===== config.mk =====
export PLATFORM = sky130hd
export DESIGN_NAME = mac_data_if
export DESIGN_NICKNAME = d
export VERILOG_FILES = /design/src/rtl/mac_if_pkg.sv /design/src/rtl/skid_buf2.sv /design/src/rtl/mac_data_if.sv
export SDC_FILE = /design/constraint.sdc
export NUM_CORES = 1
export LEC_CHECK = 0
export BUFFER_PORTS_ARGS = -buffer_cell sky130_fd_sc_hd__buf_2
export CAP_MARGIN = 20
export CORE_ASPECT_RATIO = 0.7
export CORE_MARGIN = 1
export CORE_UTILIZATION = 57
export DETAILED_ROUTE_END_ITERATION = 8
export GPL_ROUTABILITY_DRIVEN = 0
export PLACE_DENSITY = 0.79
export RECOVER_POWER = 25
export SYNTH_ARGS = -nofsm -noshare
export SYNTH_HDL_FRONTEND = slang
export SYNTH_SLANG_ARGS = --single-unit

===== constraint.sdc =====
create_clock -name i_clk_sys -period 3.05 [get_ports i_clk_sys]
set_clock_uncertainty 0.05 [all_clocks]
set_input_delay 0.1525 -clock i_clk_sys [delete_from_list [all_inputs] [get_ports i_clk_sys]]
set_output_delay 0.1525 -clock i_clk_sys [all_outputs]
set_load 0.1 [all_outputs]

===== src/rtl/mac_if_pkg.sv =====
package mac_if_pkg;
  // system clock rate and the link rates made from it
  localparam int unsigned CLK_SYS_MHZ   = 100;
  localparam int unsigned MII100_KHZ    = 25000;
  localparam int unsigned MII10_KHZ     = 2500;
  localparam int unsigned RMII_REF_KHZ  = 50000;

  // half periods of the generated link clock, in system cycles
  localparam logic [5:0] HALF_MII100 = 6'(CLK_SYS_MHZ * 1000 / (2 * MII100_KHZ));
  localparam logic [5:0] HALF_MII10  = 6'(CLK_SYS_MHZ * 1000 / (2 * MII10_KHZ));
  localparam logic [5:0] HALF_RMII   = 6'(CLK_SYS_MHZ * 1000 / (2 * RMII_REF_KHZ));

  // rmii at 10 mb/s repeats each dibit over this many reference cycles
  localparam logic [3:0] RMII10_REPEAT = 4'ha;

  // heartbeat (sqe test) pulse width
  localparam int unsigned SQE_TIME_NS = 1000;
  localparam logic [7:0]  SQE_CYCLES  = 8'(SQE_TIME_NS * CLK_SYS_MHZ / 1000);

  // dibit sent in place of data on a receive error
  localparam logic [1:0] RMII_ERR_DIBIT = 2'h1;

  // data widths
  localparam int unsigned NIB_W   = 4;
  localparam int unsigned ENTRY_W = 5;

  // interface mode select
  typedef enum logic [1:0] {
    MODE_MII         = 2'b00,
    MODE_RMII_SLAVE  = 2'b01,
    MODE_RMII_MASTER = 2'b10
  } if_mode_t;
endpackage


===== src/rtl/skid_buf2.sv =====
`timescale 1ns/1ps
// two-entry buffer with valid/ready on both sides
module skid_buf2 #(
  parameter int unsigned W = 5
) (
  input  wire logic         i_clk_sys,
  input  wire logic         i_rst_n,
  input  wire logic         i_in_valid,
  output logic              o_in_ready,
  input  wire logic [W-1:0] i_in_data,
  output logic              o_out_valid,
  input  wire logic         i_out_ready,
  output logic [W-1:0]      o_out_data
);
  logic [W-1:0] mem_q [2];   // two storage slots
  logic         wr_ptr_q;    // next slot to fill
  logic         rd_ptr_q;    // next slot to drain
  logic [1:0]   cnt_q;       // entries held
  logic         push;
  logic         pop;
  logic [1:0]   cnt_d;       // entries held after this edge
  logic         ready_q;     // room flag, registered for the pin

  // full refuses, empty shows no valid
  assign o_in_ready  = ready_q;
  assign o_out_valid = (cnt_q != 2'h0);
  assign o_out_data  = mem_q[rd_ptr_q];
  assign push        = i_in_valid & o_in_ready;
  assign pop         = o_out_valid & i_out_ready;

  // storage write, no reset needed on data
  always_ff @(posedge i_clk_sys) begin
    if (push) begin
      mem_q[wr_ptr_q] <= i_in_data;
    end
  end

  // next occupancy; simultaneous push and pop keeps the count
  always_comb begin
    cnt_d = cnt_q;
    if (push && !pop) begin
      cnt_d = cnt_q + 2'h1;
    end else if (pop && !push) begin
      cnt_d = cnt_q - 2'h1;
    end
  end

  // pointers and occupancy
  always_ff @(posedge i_clk_sys or negedge i_rst_n) begin
    if (!i_rst_n) begin
      wr_ptr_q <= 1'b0;
      rd_ptr_q <= 1'b0;
      cnt_q    <= 2'h0;
      ready_q  <= 1'b1;
    end else begin
      if (push) begin
        wr_ptr_q <= ~wr_ptr_q;
      end
      if (pop) begin
        rd_ptr_q <= ~rd_ptr_q;
      end
      cnt_q   <= cnt_d;
      // ready leaves a flop fed from the next count, so the buffer refuses from the edge that fills it
      ready_q <= (cnt_d != 2'h2);
    end
  end
endmodule


===== src/rtl/mac_data_if.sv =====
`timescale 1ns/1ps
module mac_data_if (
  input  wire logic       i_clk_sys,
  input  wire logic       i_rst_n,
  // static configuration pins
  // only changed while held in reset
  input  wire logic [1:0] i_mode,
  input  wire logic       i_speed_100,
  input  wire logic       i_full_duplex,
  input  wire logic       i_heartbeat_en,
  // mac facing pins
  // transmit pins are inputs, receive and clock pins outputs
  // txd[3:2] and rxd[3:2] idle in rmii
  input  wire logic       i_tx_en,
  input  wire logic [3:0] i_txd,
  output logic            o_tx_clk,
  output logic            o_rx_clk,
  output logic            o_rx_dv,
  output logic            o_rx_er,
  output logic [3:0]      o_rxd,
  output logic            o_crs,
  output logic            o_col,
  // line side receive stream
  // one word taken per valid and ready edge
  input  wire logic       i_line_carrier,
  input  wire logic       i_line_valid,
  input  wire logic [3:0] i_line_data,
  input  wire logic       i_line_err,
  output logic            o_line_ready,
  // line side transmit stream
  output logic            o_line_tx_valid,
  output logic [3:0]      o_line_tx_data,
  output logic            o_line_tx_en
);

  // both rmii flavours share the dibit path
  // mode decoding, called once to make the rmii signal
  function automatic logic is_rmii(input logic [1:0] mode);
    is_rmii = (mode == mac_if_pkg::MODE_RMII_SLAVE) ||
              (mode == mac_if_pkg::MODE_RMII_MASTER);
  endfunction

  // master and mii both own the clock pins
  function automatic logic drives_clk(input logic [1:0] mode);
    // slave rmii leaves both clock pins idle
    drives_clk = (mode != mac_if_pkg::MODE_RMII_SLAVE);
  endfunction

  // link clock and slot timing
  logic       rmii;          // rmii mode of either kind
  logic [5:0] half_sel;      // half period for current mode
  logic [5:0] div_cnt_q;     // clock divider count
  logic       link_clk_q;    // internal link clock phase
  logic       div_wrap;      // half period elapsed
  logic       tick_rise;     // link clock about to rise
  logic [3:0] rep_cnt_q;     // rmii 10 mb/s repeat count
  logic       data_en;       // one data transfer slot

  // transmit assembly
  logic       tx_phase_q;    // rmii transmit dibit phase
  logic [1:0] tx_low_q;      // first dibit of a nibble
  logic       tx_act_q;      // mac transmit activity seen

  // receive path, carrier and collision
  logic       buf_valid;     // receive buffer has a nibble
  logic [4:0] buf_data;      // {err, nibble}
  logic       buf_ready;     // drain request
  logic       rx_phase_q;    // rmii receive dibit phase
  logic [1:0] rx_dibit;      // dibit chosen for this slot
  logic [7:0] sqe_cnt_q;     // heartbeat remaining cycles
  logic       col_d;

  // decoded once, read by every process except the divider, clock pin, tx activity, dibit select and col pin ones
  // code 11 falls back to mii with the clocks driven
  assign rmii = is_rmii(i_mode);

  // divider half period, illegal mode code falls back to mii timing
  always_comb begin
    if (rmii) begin
      // 50 mhz reference: toggle every cycle
      half_sel = mac_if_pkg::HALF_RMII;
    end else if (i_speed_100) begin
      // 25 mhz nibble clock
      half_sel = mac_if_pkg::HALF_MII100;
    end else begin
      // 2.5 mhz nibble clock
      half_sel = mac_if_pkg::HALF_MII10;
    end
  end

  // >= so a mode change mid count cannot overrun
  // tick_rise marks the slot edge, where the pins go high
  assign div_wrap  = (div_cnt_q >= half_sel - 6'h01);
  assign tick_rise = div_wrap & ~link_clk_q;

  // one divider serves both pins and the slot enables
  // link clock divider
  always_ff @(posedge i_clk_sys or negedge i_rst_n) begin
    if (!i_rst_n) begin
      // counter and phase start low
      div_cnt_q  <= 6'h00;
      link_clk_q <= 1'b0;
    end else if (div_wrap) begin
      // half period done: flip the phase
      div_cnt_q  <= 6'h00;
      link_clk_q <= ~link_clk_q;
    end else begin
      // still counting
      div_cnt_q  <= div_cnt_q + 6'h01;
    end
  end

  // registered so the pins cannot glitch on the mode decode
  // clock pins follow the divider
  always_ff @(posedge i_clk_sys or negedge i_rst_n) begin
    if (!i_rst_n) begin
      // both pins low in reset
      o_tx_clk <= 1'b0;
      o_rx_clk <= 1'b0;
    end else if (!drives_clk(i_mode)) begin
      o_tx_clk <= 1'b0;
      o_rx_clk <= 1'b0;
    end else begin
      // next phase, so the pin rises on the slot edge
      // rx clock from same divider
      o_tx_clk <= div_wrap ? ~link_clk_q : link_clk_q;
      o_rx_clk <= div_wrap ? ~link_clk_q : link_clk_q;
    end
  end

  // rmii at 10 mb/s takes one slot in every ten reference cycles
  always_ff @(posedge i_clk_sys or negedge i_rst_n) begin
    if (!i_rst_n) begin
      // count from slot zero
      rep_cnt_q <= 4'h0;
    end else if (!rmii || i_speed_100) begin
      // full rate: every rising edge is a slot
      rep_cnt_q <= 4'h0;
    end else if (tick_rise) begin
      // 10 mb/s on a 50 mhz clock needs one slot in ten
      // wrap after the last repeat
      rep_cnt_q <= (rep_cnt_q == mac_if_pkg::RMII10_REPEAT - 4'h1) ? 4'h0
                                                                  : rep_cnt_q + 4'h1;
    end
  end

  // one enable pulse per data transfer
  assign data_en = tick_rise & (rep_cnt_q == 4'h0);

  always_ff @(posedge i_clk_sys or negedge i_rst_n) begin
    if (!i_rst_n) begin
      // nothing assembled after reset
      o_line_tx_valid <= 1'b0;
      o_line_tx_data  <= 4'h0;
      tx_phase_q      <= 1'b0;
      tx_low_q        <= 2'h0;
    end else begin
      // valid is a one cycle pulse by default
      o_line_tx_valid <= 1'b0;
      if (data_en) begin
        if (!i_tx_en) begin
          // idle slot: restart on the low dibit; an odd dibit is lost
          tx_phase_q <= 1'b0;
        end else if (!rmii) begin
          o_line_tx_valid <= 1'b1;
          o_line_tx_data  <= i_txd;
        end else if (!tx_phase_q) begin
          // first dibit is the low half
          tx_low_q   <= i_txd[1:0];
          tx_phase_q <= 1'b1;
        end else begin
          // second dibit completes the nibble
          o_line_tx_valid <= 1'b1;
          o_line_tx_data  <= {i_txd[1:0], tx_low_q};
          tx_phase_q      <= 1'b0;
        end
      end
    end
  end

  // transmit activity, used by collision and heartbeat
  // sampled at slots only, like the data
  always_ff @(posedge i_clk_sys or negedge i_rst_n) begin
    if (!i_rst_n) begin
      // idle after reset
      tx_act_q     <= 1'b0;
      o_line_tx_en <= 1'b0;
    end else if (data_en) begin
      // follow tx_en once per slot
      tx_act_q     <= i_tx_en;
      o_line_tx_en <= i_tx_en;
    end
  end

  // receive words wait here; the mac slot rate is the drain side
  // depth two absorbs one slot of stall; beyond that the line side waits
  // error flag rides in the top bit of each entry
  skid_buf2 #(
    .W (mac_if_pkg::ENTRY_W)
  ) u_rx_buf (
    .i_clk_sys   (i_clk_sys),
    .i_rst_n     (i_rst_n),
    .i_in_valid  (i_line_valid),
    .o_in_ready  (o_line_ready),
    .i_in_data   ({i_line_err, i_line_data}),
    .o_out_valid (buf_valid),
    .i_out_ready (buf_ready),
    .o_out_data  (buf_data)
  );

  // mii pops each slot, rmii after the second dibit
  // rmii keeps the word until both dibits are out
  assign buf_ready = data_en & buf_valid & (!rmii | rx_phase_q);

  // a mac that ignores rx_er still fails the frame check
  // error replaces the dibit
  always_comb begin
    if (buf_data[4]) begin
      // bad word: both dibits become the error code
      rx_dibit = mac_if_pkg::RMII_ERR_DIBIT;
    end else if (rx_phase_q) begin
      // upper dibit on the second slot
      rx_dibit = buf_data[3:2];
    end else begin
      // lower dibit first
      rx_dibit = buf_data[1:0];
    end
  end

  // receive data, valid and error outputs
  // rmii uses the low two bits, the upper pair stays zero
  always_ff @(posedge i_clk_sys or negedge i_rst_n) begin
    if (!i_rst_n) begin
      // quiet receive pins after reset
      o_rxd      <= 4'h0;
      o_rx_dv    <= 1'b0;
      o_rx_er    <= 1'b0;
      rx_phase_q <= 1'b0;
    end else if (data_en) begin
      // outputs stand until the next slot
      if (!buf_valid) begin
        // idle slot: nothing to deliver
        o_rxd      <= 4'h0;
        o_rx_dv    <= 1'b0;
        o_rx_er    <= 1'b0;
        rx_phase_q <= 1'b0;
      end else if (!rmii) begin
        o_rxd   <= buf_data[3:0];
        o_rx_dv <= 1'b1;
        // limitation: no error flag at 10 mb/s
        // error only at 100
        o_rx_er <= buf_data[4] & i_speed_100;
      end else begin
        o_rxd      <= {2'h0, rx_dibit};
        o_rx_dv    <= 1'b1;
        o_rx_er    <= buf_data[4] & i_speed_100;
        // phase flips only while a word is out
        rx_phase_q <= ~rx_phase_q;
      end
    end
  end

  // carrier sense pin
  always_ff @(posedge i_clk_sys or negedge i_rst_n) begin
    if (!i_rst_n) begin
      // no carrier after reset
      o_crs <= 1'b0;
    end else if (!rmii) begin
      // mii: follows the line every cycle
      // busy medium raises crs
      o_crs <= i_line_carrier;
    end else if (data_en) begin
      // limitation: no toggling of crs_dv at carrier end
      // carrier or pending data
      o_crs <= i_line_carrier | buf_valid;
    end
  end

  always_ff @(posedge i_clk_sys or negedge i_rst_n) begin
    if (!i_rst_n) begin
      // no heartbeat pending
      sqe_cnt_q <= 8'h00;
    end else if (data_en && tx_act_q && !i_tx_en && !rmii && !i_speed_100 &&
                 !i_full_duplex && i_heartbeat_en) begin
      // end of a 10 mb/s half duplex frame; load wins over the count
      sqe_cnt_q <= mac_if_pkg::SQE_CYCLES;
    end else if (sqe_cnt_q != 8'h00) begin
      // count the pulse down to zero
      sqe_cnt_q <= sqe_cnt_q - 8'h01;
    end
  end

  // collision term; rmii has no col pin so it is held low
  always_comb begin
    // default: no collision
    col_d = 1'b0;
    if (!rmii && !i_full_duplex) begin
      // heartbeat shares the col pin
      // overlap of tx and rx
      col_d = (tx_act_q & i_line_carrier) | (sqe_cnt_q != 8'h00);
    end
  end

  always_ff @(posedge i_clk_sys or negedge i_rst_n) begin
    if (!i_rst_n) begin
      // col low during reset
      o_col <= 1'b0;
    end else begin
      // registered so col comes straight from a flop
      // rmii mac detects its own
      o_col <= col_d;
    end
  end
endmodule


# Yosys cells after proc, flatten, opt, wreduce, memory -nomap -nowiden
# Memory sizes are Yosys's and may differ from the RTL's.
# Index checks and enable logic that the tools add are counted.
dict set report word_totals {
  out_inout_bits 17
  register_bits 43
  in_bits 19
  mem_count 1
  word_cells 113
  ramBits 10
}
# memory depth word_bits rd rd_ports_with_merged_regs wr line_no
set mem_list {}
lappend mem_list {u_rx_buf.mem_q 2 5 1 0 1 skid_buf2.sv:15} ;# logic [W-1:0] mem_q [2];
dict set report classes {
  muxes 34
  n_reduce_logical 26
  addsub 6
  order_cmp 1
  bitwise_logic 16
  n_eq_ne 9
}
# cell count
set op_table {}
lappend op_table {{two-way mux 4 bit} 7}
lappend op_table {{two-way mux 1 bit} 18}
lappend op_table {{two-way mux 8 bit} 2}
lappend op_table {{two-way mux 6 bit} 2}
lappend op_table {{logical AND 1 bit} 9}
lappend op_table {{AND 1 bit} 8}
lappend op_table {{two-way mux 2 bit} 4}
lappend op_table {{inequality test 2 x 1 -> 1 bit, second input constant} 4}
lappend op_table {{nonzero test 8 bit} 1}
lappend op_table {{subtractor 8 x 1 -> 8 bit, second input constant} 1}
lappend op_table {{adder 6 x 1 -> 6 bit, second input constant} 1}
lappend op_table {{greater-or-equal comparator 6 bit} 1}
lappend op_table {{logical NOT 1 bit} 6}
lappend op_table {{nonzero test 2 bit} 3}
lappend op_table {{subtractor 6 x 1 -> 6 bit, second input constant} 1}
lappend op_table {{two-way mux 5 bit} 1}
lappend op_table {{inverter 1 bit} 5}
lappend op_table {{adder 4 x 1 -> 4 bit, second input constant} 1}
lappend op_table {{== test 4 bit, second input constant} 1}
lappend op_table {{logical NOT 4 bit} 1}
lappend op_table {{inequality test 2 bit, second input constant} 2}
lappend op_table {{AND reduction 2 bit} 2}
lappend op_table {{AND reduction 4 bit} 1}
lappend op_table {{bitwise OR 1 bit} 3}
lappend op_table {{other kinds (6)} 7}

# Logic depth before layout (Yosys ltp)
# Gate-level depths: netlist of the first run.
dict set report depth {
  ltp_word 14
  depth_mapped 14
  ltp_nobuf 12
}

# Hierarchy
# From an unflattened synthesis of the first run, not the netlist that was laid out.
dict set report unflattened {
  hier_cells 252
  area_unflattened_um2 2735.1
}
# module area_per_inst_um2 seq_area_each_um2 cells_per_inst n_inst
set modules_own_cells {}
lappend modules_own_cells {mac_data_if 2073.2 950.9 208 1}
lappend modules_own_cells {skid_buf2 661.9 426.7 44 1}

# Worst setup path after synthesis of the first run
# OpenSTA, ideal clock, no wires.
dict set report synth_timing {
  path_kind {input -> register}
  from {in i_mode[1]}
  to {reg tx_low_q[0]}
  setup_time_ps 125
  slack_ps -71
  t_arrival_ps 2947
  required_time_ps 2875
  path_buffers 1
  path_stages 13
  path_cell_list {inv_1 > ha_1 > clkbuf_1 > nand2_1 > ha_1 > a2111oi_0 > o21bai_1 > a21o_1 > ha_1 > and4bb_2 > and2_1 > nand2_1 > mux2_2}
}
dict set report synth_between {
  elab_chain_cells 8
  elab_cells_between_ends 9
  cone_classes {1 x add/sub; 1 x order compare; 2 x eq/ne; 1 x mux; 2 x bitwise; 2 x reduce/logical}
}
# item line_no
set synth_rtl {}
lappend synth_rtl {{from (decl)} mac_data_if.sv:7} ;# input wire logic [1:0] i_mode,
lappend synth_rtl {{== test 2 x 1 -> 1 bit or == test 2 bit (tied branches)} {mac_data_if.sv:39, mac_data_if.sv:40}}
lappend synth_rtl {{logical OR 1 bit (*)} mac_data_if.sv:39} ;# is_rmii = (mode == mac_if_pkg::MODE_RMII_SLAVE) ||
lappend synth_rtl {{two-way mux 6 bit} mac_data_if.sv:79} ;# if (rmii) begin
lappend synth_rtl {{subtractor 6 x 1 -> 6 bit} mac_data_if.sv:93} ;# assign div_wrap = (div_cnt_q >= half_sel - 6'h01);
lappend synth_rtl {{greater-or-equal comparator 6 bit} mac_data_if.sv:93}
lappend synth_rtl {{AND 1 bit} mac_data_if.sv:94} ;# assign tick_rise = div_wrap & ~link_clk_q;
lappend synth_rtl {{AND 1 bit} mac_data_if.sv:148} ;# assign data_en = tick_rise & (rep_cnt_q == 4'h0);
lappend synth_rtl {{AND reduction 4 bit (no source line) (*)} -}
lappend synth_rtl {{to (signal assigned)} mac_data_if.sv:169} ;# tx_low_q <= i_txd[1:0];
lappend synth_rtl {{to (decl)} mac_data_if.sv:61} ;# logic [1:0] tx_low_q;
# Mark *: on every way between the ends. The rest lies on a longest branch, timed or not.
# A chain may end at the register's enable or synchronous reset.

# Worst setup path in the final report of the first run
dict set report layout_timing {
  from {reg div_cnt_q[0]}
  to {reg tx_low_q[0]}
}
dict set report layout_between {
  elab_chain_cells 4
}
# item line_no
set layout_rtl {}
lappend layout_rtl {{from (decl)} mac_data_if.sv:52} ;# logic [5:0] div_cnt_q;
lappend layout_rtl {{from (signal assigned)} mac_data_if.sv:109} ;# div_cnt_q <= div_cnt_q + 6'h01;
lappend layout_rtl {{greater-or-equal comparator 6 bit} mac_data_if.sv:93}
lappend layout_rtl {{AND 1 bit} mac_data_if.sv:94}
lappend layout_rtl {{AND 1 bit} mac_data_if.sv:148}
lappend layout_rtl {{AND reduction 4 bit (no source line)} -}
# No other way between the ends.

==> key figures, run 1 <==
Final layout
  • Filler cell count in the final layout: 338
  • Final Instance Area: 3020 um2
  • Layout cells sized above 1: 15.5%
  • Area Overhead vs Synth: 17.5%
  • Final core utilization: 69.9%
  • Antenna Diode Count: 0
  • Nets: 322

Clocking
  • TritonCTS Buffers: 5
  • CTS tree: done
  • Root Buffer Master: clkbuf_8
  • Clk_lat worst skew: 300 ps
  • CTS max path bufs: 2
  • Clock transition at path regs: 90 ps
  • H-tree depth: 2
  • Clk sinks: 53

Critical path
  • Req. time, crit path: 3190 ps
  • CP arrival: 3000 ps
  • R2R cell count: 11
  • CP Launch Type: flip-flop
  • Crit Path Class: reg2reg
  • Critical Path End Type: flip-flop
  • Crit path max fanout: 7

Synth
  • Post-synth EDFFs: 10
  • FFs w/ async S/R, synth: 81.1%
  • Post-Synthesis Cell Area: 2570 um2
  • Register bit total from synthesis: 53
  • Post-Syn Instances: 238
  • Synth Flop Type: dfrtp_1
  • Netlist cell types: 49
  • Sequential area share after synthesis: 53.5%
  • Ys Warns: 0
  • Syn Area/Cell: 10.8 um2
  • Syn Nets: 270

Route
  • Antenna-violating nets left: 0
  • Wire per inst: 14.4 um
  • DR pass1 iterations: 4
  • DR iter-0 viols: 131
  • Via count: 1,927
  • Vias per cell: 5.57
  • Residual DRC: 0
  • Total Wirelength: 4.98 mm

Timing
  • Slew Viols, Final: 44
  • RSZ-0062 raised after global routing: false
  • # setup viols final: 0
  • Fin crit share: 93.8%
  • Crit path time final: 2860 ps
  • Fin. Hold Viols: 0
  • Slew @ Worst Pin: 2230 ps
  • Worst hold slack: 76.4 ps
  • Setup TNS: 0 ps
  • FMAX: 0.350 GHz
  • Headroom to the max-slew limit: -48.7%

Place
  • Placement-stage cell area: 2830 um2
  • Port bufs: 35
  • Hpwl dp: 3.52 mm

Min path
  • Hold Path Depth: 2
  • Hold Path Class: in2reg

GRT
  • Initial antenna violation count: 0
  • GR Overflow Total: 0
  • Largest net degree at the start of global routing: 44
  • First-pass GRT wire length: 8.42 mm
  • GRT Overall Usage: 23.5%
  • Vias in the first global route: 1,848

Outcome
  • Failing checks: capacitance limit, slew limit
  • Status: finished with violations

Power and ir drop
  • Clock power share: 14.3%
  • Power share of the combinational group: 49.1%
  • Power per Cell Area: 1060 nW/um2
  • Cell Int Power: 1690 uW
  • Worst IR Drop VDD: 0.000721 V
  • P_leak: 0.00135 uW
  • Sw frac: 47.4%
  • Seq pwr share: 36.6%
  • Switching pwr: 1520 uW

Floorplanning
  • Starting Density: 59.5%
  • Die area: 4790 um2
  • DIE WIDTH: 82.3 um
  • Row count: 20
  • Top Ports: 36
  • Core area: 4330 um2
  • Die height: 58.2 um

Job
  • Max-cap violations: 1
==> kinds of logic (layout without fill, tap and decap cells) <==
logic type | Yosys count | after routing | synth area share [%]
adder cells (fa/ha/maj) | 13 | 13 | 6.32
AND/OR/NAND/NOR | 82 | 82 | 16.6
other | 1 | 1 | 0.146
XOR/XNOR | 9 | 9 | 3.06
flip-flops | 53 | 53 | 53.5
multiplexers | 8 | 8 | 3.69
buffers and inverters | 20 | 73 | 3.16
AO/OA/AOI/OAI | 52 | 52 | 13.5
==> power by group through the flow <==
stage / combinational, uW / clock (uW) / sequential [uW]
3_5_place_dp: 1550 / 0 / 1190
4_1_cts: 1570 / 468 / 1170
2_1_floorplan: 730 / 0 / 1690
5_1_grt: 1710 / 498 / 1210
6_report: 1580 / 458 / 1180
3_3_place_gp: 1510 / 0 / 1180
==> cell usage in the layout (no fill, tap or decap), types with 3 or more instances in the layout <==
| master | count |
|---|---|
| dfrtp_1 | 42 |
| nand2_1 | 28 |
| clkbuf_1 | 20 |
| buf_2 | 16 |
| inv_1 | 13 |
| a21oi_1 | 13 |
| ha_1 | 13 |
| nor2_1 | 11 |
| edfxtp_1 | 10 |
| o22ai_1 | 9 |
| nand3_1 | 8 |
| dlygate4sd3_1 | 8 |
| buf_4 | 8 |
| nor3_1 | 6 |
| o21ai_0 | 6 |
| xnor2_1 | 5 |
| nand2b_1 | 5 |
| a211oi_1 | 5 |
| mux2i_1 | 5 |
| clkbuf_8 | 5 |
| nor2b_1 | 4 |
| xor2_1 | 4 |
| and3_1 | 4 |
| a21o_1 | 3 |
| and2_1 | 3 |
==> final timing paths <==
path	from	to	slack [ps]
worst min register to register	o_rxd[1]	o_rxd[1]	430
worst max register to register	div_cnt_q[0]	tx_low_q[0]	190
min in group asynchronous	i_rst_n	sqe_cnt_q[7]	1000
worst min-delay path	i_line_carrier	o_crs	80
worst max-delay path	div_cnt_q[0]	tx_low_q[0]	190
max in group asynchronous	i_rst_n	rx_phase_q	680
==> what timing repair did <==
item                                    CTS  global route
hold buffers                              8             0
gates resized for setup                   0             4
hold endpoints to repair                 54             0
endpoints found under the setup margin    0            22
buffers inserted                          0             2
==> worst max-delay path, stage by stage, from the launching register on <==
cell and delay [ps]:
dfrtp_1 400, inv_1 60, ha_1 290, nand2b_1 160, a2111oi_2 370, o21bai_1 130
a21o_1 190, ha_1 190, and4bb_2 280, and2_1 180, nand2_1 100, mux2_2 350
==> layer usage <==
layer	share of wire (%)	vias to the layer above	track usage, %
met5	0	-	0
met4	0.36	0	4.51
met3	4.3	2	5.20
met2	44	42	35.5
met1	51	925	35.0
li1	-	958	-
==> stage by stage <==
step,std cells,worst slack [ps],total power [uW]
3_3_place_gp,328,143,2690
3_5_place_dp,328,-44.6,2730
5_1_grt,346,12.6,3420
4_1_cts,344,15.6,3210
2_1_floorplan,238,26.3,2420
6_report,346,189,3210
==> area by class of cell <==
class	count	area (um2)	area share, %
flip-flops and latches	53	1380	45.6
multi-input cells	165	1130	37.2
repair buffers	51	292	9.64
clock buffers	6	72.6	2.40
well taps	55	68.8	2.28
inverters	14	52.6	1.74
clock inverters	2	35.0	1.16
==> flip-flops by register name, indices dropped and copies added, names as in the netlist, 2 cells and up <==
name	count
u_rx_buf.mem_q	10
sqe_cnt_q	8
div_cnt_q	6
o_line_tx_data	4
o_rxd	4
rep_cnt_q	4
tx_low_q	2
u_rx_buf.cnt_q	2
==> synthesized netlist by cell type, drive strengths merged, types with 3 or more instances <==
cell | instances | area, um2
nor3 | 7 | 35.0
nor2b | 4 | 25.0
nand3 | 8 | 40.0
dfrtp | 42 | 1050
inv | 14 | 52.6
o22ai | 9 | 56.3
o21ai | 6 | 30.0
nor2 | 11 | 41.3
mux2i | 5 | 50.1
nand2 | 28 | 105
xor2 | 4 | 35.0
and3 | 4 | 25.0
a211oi | 6 | 50.1
edfxtp | 10 | 300
clkbuf | 3 | 11.3
a21oi | 13 | 65.1
nand2b | 5 | 31.3
xnor2 | 5 | 43.8
or3 | 3 | 23.8
and2 | 3 | 18.8
buf | 3 | 17.5
ha | 13 | 163
a21o | 3 | 22.5
No activity file was read; power rests on OpenSTA's default activity.
==> inputs of run 2 (changes only) <==
Settings changed: CORE_UTILIZATION 57 to 59, CTS_BUF_LIST from default to sky130_fd_sc_hd__clkbuf_8, PLACE_DENSITY 0.79 to 0.82.
==> run 2 against run 1 <==
Compared with the run above: hold slack lost 9.7 ps; global-route usage up 2.4 points; cell count decreased by 1.7%; non-clock buffer count fell by 3; power fell by 0.95%; sequential cell count unchanged; sequential share of layout area increased by 0.40 points; critical path type is now in2reg; largest cell class unchanged; combinational power about the same; critical endpoint is now tx_low_q[1]; sequential power about the same; first-iteration DRC count is 66% higher; largest power group unchanged; the run still ends with capacitance limit, slew limit left; cell area decreased by 0.87%; critical path depth grew 2.
==> key figures, run 2 (synthesis results as in run 1) <==
Outcome
  • Status: finished with violations
  • Failing checks: capacitance limit, slew limit

Floorplanning
  • Starting Density: 63.7% (+4.2 points)
  • Die height: 57.3 um (-1.6%)
  • Die area: 4630 um2 (-3.3%)
  • Top Ports: 36 (unchanged)
  • DIE WIDTH: 80.9 um (-1.7%)
  • Core area: 4040 um2 (-6.6%)
  • Row count: 19 (-5.0%)

Final layout
  • Most common cell after layout, fill and taps aside: dfrtp_1
  • Antenna Diode Count: 0 (unchanged)
  • Multi-input logic area: 1120 um2 (-0.44%)
  • Seq. cell area: 1380 um2 (unchanged)
  • Nets: 319 (-0.93%)
  • Highest-count cells in the layout ignoring fill and taps: 42 x dfrtp_1, 28 x nand2_1, 19 x buf_2
  • Max reg flops: 10 (unchanged)
  • Layout cells sized above 1: 15.3% (-0.19 points)
  • Reg with most FFs: u_rx_buf.mem_q
  • Filler cell count in the final layout: 294 (-13%)
  • Top Registers: u_rx_buf.mem_q: 10 flops, sqe_cnt_q: 8 flops, div_cnt_q: 6 flops
  • Final Instance Area: 3000 um2 (-0.87%)
  • Fin cells: 340 (-1.7%)
  • Area Overhead vs Synth: 16.5%

Timing
  • Fin crit share: 94.9% (+1.1 points)
  • Slew @ Worst Pin: 2310 ps (+77.7 ps)
  • Fin. Hold Viols: 0 (unchanged)
  • # setup viols final: 0 (unchanged)
  • Crit path time final: 2890 ps (+32.9 ps)
  • Final worst slack: 157 ps (-32.9 ps)
  • Setup TNS: 0 ps (unchanged)
  • FMAX: 0.346 GHz (-1.1%)
  • Headroom to the max-slew limit: -53.9% (-5.2 points)
  • Slew Viols, Final: 44 (unchanged)

Route
  • Residual DRC: 0 (unchanged)
  • DR iter-0 viols: 218 (+66%)
  • DR pass1 iterations: 4 (unchanged)
  • Via count: 1,930 (+0.16%)
  • Wire per inst: 15.8 um (+9.6%)
  • Antenna-violating nets left: 0 (unchanged)
  • Total Wirelength: 5.36 mm (+7.7%)
  • Vias per cell: 5.68 (+1.9%)

Clocking
  • Root Buffer Master: clkbuf_8
  • Clock transition at path regs: 90 ps (about the same)
  • H-tree depth: 2 (unchanged)
  • CTS max path bufs: 2 (unchanged)
  • Clk_lat worst skew: 320 ps (+20 ps)
  • TritonCTS Buffers: 5 (unchanged)
  • Clk sinks: 53 (unchanged)
  • CTS tree: done

Power and ir drop
  • Power per Cell Area: 1060 nW/um2 (about the same)
  • Worst IR Drop VDD: 0.000844 V (+17%)
  • P_leak: 0.00135 uW (-0.15%)
  • Total power: 3180 uW (-0.95%)

Min path
  • Hold Path Class: in2reg

Critical path
  • Req. time, crit path: 3210 ps (+20 ps)
  • Worst-path cell chain: dlygate4sd3_1 -> buf_2 -> inv_1 -> nand2_1 -> ha_1 -> a2111oi_2 -> o21bai_1 -> a21o_1 -> ha_1 -> and4bb_2 -> and2_1 -> nand2_1 -> mux2_2
  • Worst path slowest cell: dlygate4sd3_1
  • CP arrival: 3050 ps (+50 ps)
  • Setup crit start: i_speed_100
  • RR Startpoint: div_cnt_q[0]
  • Critical Path Max Stage Delay: 530 ps (+130 ps)
  • Crit Path Class: in2reg
  • R2R Path End: tx_low_q[1]
  • R2r setup slk: 160 ps (-30 ps)
  • Worst setup path end: tx_low_q[1]
  • Crit path max fanout: 5 (-2)
  • Critical Path End Type: flip-flop
  • CP Launch Type: input port
  • R2R cell count: 11 (unchanged)

Place
  • Port bufs: 35 (unchanged)
  • Hpwl dp: 3.89 mm (+10%)
  • Placement-stage cell area: 2840 um2 (about the same)
  • Cells after DPL: 324 (-1.2%)
  • Worst slack at placement: 20.1 ps (+64.8 ps)

GRT
  • Vias in the first global route: 1,856 (+0.43%)
  • GR Overflow Total: 0 (unchanged)
  • First-pass GRT wire length: 8.82 mm (+4.7%)
  • GRT Overall Usage: 25.9% (+2.4 points)
  • Initial antenna violation count: 0 (unchanged)
  • Largest net degree at the start of global routing: 44 (unchanged)

Job
  • Max-cap violations: 1 (unchanged)
run 2: cell types whose count changed in the layout (fill, tap and decap cells not counted), sizes merged:
cell	before	now
clkbuf	25	22
bufinv	1	0
clkinv	1	2
run 2: what timing repair did:
action | in CTS | in global routing
buffers inserted | 0 | 0
hold endpoints to repair | 54 | 0
hold buffers | 8 | 0
endpoints found under the setup margin | 0 | 15
gates resized for setup | 0 | 2
run 2: layer usage:
| metal | global-route usage, % | part of all wire [%] |
|---|---|---|
| met4 | 10.7 | 1.1 |
| met3 | 4.96 | 5.7 |
| met5 | 0 | 0 |
| met1 | 38.9 | 48 |
| met2 | 37.1 | 45 |
run 2: critical path, delay by kind of cell:
kind / cells / cell delay [ps]
adders and majority gates: 2 / 510
buffers and inverters: 3 / 800
and+or+nand+nor: 4 / 650
muxes: 1 / 340
AOI/OAI and AO/OA: 3 / 610
run 2: how the worst min path moves through the flow:
stage | from | end | slack, ps | cells past startpoint
global route | i_txd[0] | tx_low_q[0] | 70 | 2
detailed placement | i_full_duplex | o_col | 290 | 2
finish | i_line_carrier | o_crs | 70 | 2
global placement | i_full_duplex | o_col | 290 | 2
floorplan | i_rst_n | div_cnt_q[0] | -190 | 0
CTS | i_txd[0] | tx_low_q[0] | 60 | 2
run 2: power breakdown:
group          leakage, uW  internal [uW]  switching (uW)
registers         0.000631            972             215
clock network    0.0000512            184             237
logic             0.000666            470            1100
total              0.00135           1630            1560
run 2: stage by stage:
| step | hold slack [ps] | util [%] |
|---|---|---|
| 4_1_cts | 57.6 | 74.5 |
| 3_3_place_gp | 289 | 70.2 |
| 3_5_place_dp | 293 | 70.2 |
| 6_report | 66.7 | 74.2 |
| 5_1_grt | 66.8 | 74.2 |
| 2_1_floorplan | -193 | - |
run 2: final cells by class:
type / count / share of cell area, %
Clock buffer: 6 / 2.75
Inverter: 14 / 1.75
Tap cell: 52 / 2.17
Multi-Input combinational cell: 165 / 37.4
Sequential cell: 53 / 46.0
Clock inverter: 2 / 0.459
Timing Repair Buffer: 48 / 9.52
==> inputs of run 3 (changes only) <==
Settings changed: CORE_UTILIZATION 59 to 45, PLACE_DENSITY 0.82 to 0.65.
==> run 3 against run 2 <==
Compared with the run above: the flow still finishes with violations (capacitance limit, slew limit); via count fell by 1.6%; worst setup slack improved by 45 ps; clock power fell by 10%; sequential cell count did not move; critical path depth did not move; first-iteration DRC count fell by 46%; cell count rose by 6.8%; utilization fell by 18 points; hold slack got worse by 5.6 ps; wire length fell by 5.2%; maximum frequency rose by 1.6%; critical endpoint is now tx_low_q[0]; largest cell class unchanged; highest routed layer unchanged.
==> key figures, run 3 (synthesis results as in run 1) <==
GRT
  • First-pass GRT wire length: 9.01 mm (+2.2%)
  • GR Overflow Total: 0 (unchanged)
  • Vias in the first global route: 1,838 (-0.97%)
  • Largest net degree at the start of global routing: 44 (unchanged)
  • Initial antenna violation count: 0 (unchanged)
  • GRT Overall Usage: 19.4% (-6.6 points)

Clocking
  • Root Buffer Master: clkbuf_8
  • Clk sinks: 53 (unchanged)
  • CTS tree: done
  • CTS max path bufs: 2 (unchanged)
  • H-tree depth: 2 (unchanged)
  • Postcts setup bufs: 0 (unchanged)
  • Clock transition at path regs: 90 ps (about the same)
  • Clk_lat worst skew: 300 ps (-20 ps)
  • TritonCTS Buffers: 5 (unchanged)

Power and ir drop
  • Seq pwr share: 37.8% (+0.5 points)
  • Power per Cell Area: 1030 nW/um2 (-3.2%)
  • Switching pwr: 1510 uW (-2.7%)
  • P_leak: 0.00141 uW (+4.5%)
  • Clock power share: 12.1% (-1.1 points)
  • Cell Int Power: 1610 uW (-1.1%)
  • Power share of the combinational group: 50.0% (+0.6 points)
  • Worst IR Drop VDD: 0.000721 V (-15%)
  • Sw frac: 48.5% (-0.41 points)

Floorplanning
  • Die height: 65.3 um (+14%)
  • Die area: 6030 um2 (+30%)
  • Starting Density: 47.9% (-16 points)
  • Core area: 5370 um2 (+33%)
  • Row count: 22 (+3)
  • Top Ports: 36 (unchanged)
  • DIE WIDTH: 92.4 um (+14%)

Timing
  • Fin crit share: 93.4% (-1.5 points)
  • # setup viols final: 0 (unchanged)
  • RSZ-0062 raised after global routing: false
  • Crit path time final: 2850 ps (-45.0 ps)
  • FMAX: 0.351 GHz (+1.6%)
  • Slew Viols, Final: 42 (-4.5%)
  • Fin. Hold Viols: 0 (unchanged)
  • Headroom to the max-slew limit: -20.6% (+33 points)
  • Slew @ Worst Pin: 1810 ps (-499 ps)
  • Setup TNS: 0 ps (unchanged)

Route
  • Met2 wire length: 2.05 mm (-15%)
  • Total Wirelength: 5.08 mm (-5.2%)
  • DR iter-0 viols: 118 (-46%)
  • Wire per inst: 14.0 um (-11%)
  • Vias per cell: 5.23 (-7.8%)
  • Max Used Layer: met4
  • Via count: 1,900 (-1.6%)
  • DR pass1 iterations: 4 (unchanged)
  • Residual DRC: 0 (unchanged)
  • Antenna-violating nets left: 0 (unchanged)
  • DR WL met3: 265 um (-14%)
  • Metal-1 WL: 2.73 mm (+6.1%)

Final layout
  • Layout cells sized above 1: 20.6% (+5.3 points)
  • Max reg flops: 10 (unchanged)
  • Most common cell after layout, fill and taps aside: dfrtp_1
  • Reg with most FFs: u_rx_buf.mem_q
  • Area Overhead vs Synth: 18.1%
  • Antenna Diode Count: 0 (unchanged)
  • Top Registers: u_rx_buf.mem_q: 10 flops, sqe_cnt_q: 8 flops, div_cnt_q: 6 flops
  • Nets: 322 (+0.94%)
  • Final core utilization: 56.6% (-18 points)
  • Highest-count cells in the layout ignoring fill and taps: 42 x dfrtp_1, 34 x buf_2, 28 x nand2_1
  • Filler cell count in the final layout: 491 (+67%)

Critical path
  • CP arrival: 2990 ps (-60 ps)
  • Crit path max fanout: 7 (+2)
  • Critical Path End Type: flip-flop
  • CP Launch Type: input port
  • Setup crit start: i_speed_100
  • Crit Path Class: in2reg
  • R2R cell count: 11 (unchanged)
  • Req. time, crit path: 3200 ps (about the same)
  • RR Startpoint: div_cnt_q[0]

Place
  • Port bufs: 35 (unchanged)
  • Hpwl dp: 3.69 mm (-5.2%)

Outcome
  • Failing checks: capacitance limit, slew limit
  • Status: finished with violations

Min path
  • Hold Path Class: in2reg
  • Min-delay src: i_line_carrier
  • Hold Path Depth: 2 (unchanged)

Job
  • Max-cap violations: 1 (unchanged)
run 3: changes by cell type in the layout (fill, tap and decap cells not counted), sizes merged:
cell,before,now
clkinv,2,0
clkinvlp,0,1
dlymetal6s4s,0,1
buf,24,41
clkbuf,22,6
inv,14,16
run 3: through the flow:
step / std cells / hold slack [ps] / power, uW / area [um2] / worst slack [ps]
6_report: 363 / 61.1 / 3120 / 3040 / 202
5_1_grt: 363 / 39.1 / 3340 / 3040 / 26.7
4_1_cts: 362 / 53.3 / 3150 / 3030 / 106
3_5_place_dp: 346 / 280 / 2750 / 2860 / 98.9
3_3_place_gp: 346 / 277 / 2720 / 2860 / 133
2_1_floorplan: 238 / -193 / 2420 / 2570 / 26.3
run 3: final cells by class:
cell class	instances	area [um2]	share of cell area, %
inverters	14	52.6	1.73
well taps	72	90.1	2.96
flip-flops and latches	53	1380	45.3
repair buffers	51	319	10.5
clock inverters	3	15.0	0.494
clock buffers	5	68.8	2.26
multi-input cells	165	1120	36.7
run 3: final timing paths:
path | endpoint | slack [ps]
max | tx_low_q[0] | 200
min | o_crs | 60
max reg2reg | tx_low_q[0] | 210
min reg2reg | o_rx_dv | 430
max in group asynchronous | u_rx_buf.wr_ptr_q | 790
min in group asynchronous | sqe_cnt_q[5] | 120
run 3: power by group through the flow:
stage               sequential [uW]  clock (uW)  combinational, uW
floorplan                      1690           0                730
global placement               1190           0               1540
detailed placement             1190           0               1560
CTS                            1180         399               1570
global route                   1220         424               1700
finish                         1180         379               1560
run 3: repair_timing:
action / 4_1_cts / 5_1_grt
resized for setup: 0 / 2
hold endpoints to repair: 54 / 0
hold buffers: 8 / 0
setup endpoints to repair: 0 / 3
run 3: critical path, cell delays in order:
cell and delay (ps):
dlygate4sd3_1 530, buf_2 140, inv_2 80, nand2_1 60, ha_1 280, a2111oi_1 350, o21bai_1 130, a21o_1 190
ha_1 180, and4bb_2 280, and2_1 180, nand2_1 100, mux2_2 340
run 3: per-layer routing:
metal	GRT usage, %	vias to the layer above
met5	0	-
met4	6.25	0
met3	4.75	2
met2	25.6	50
met1	30.4	895
li1	-	953
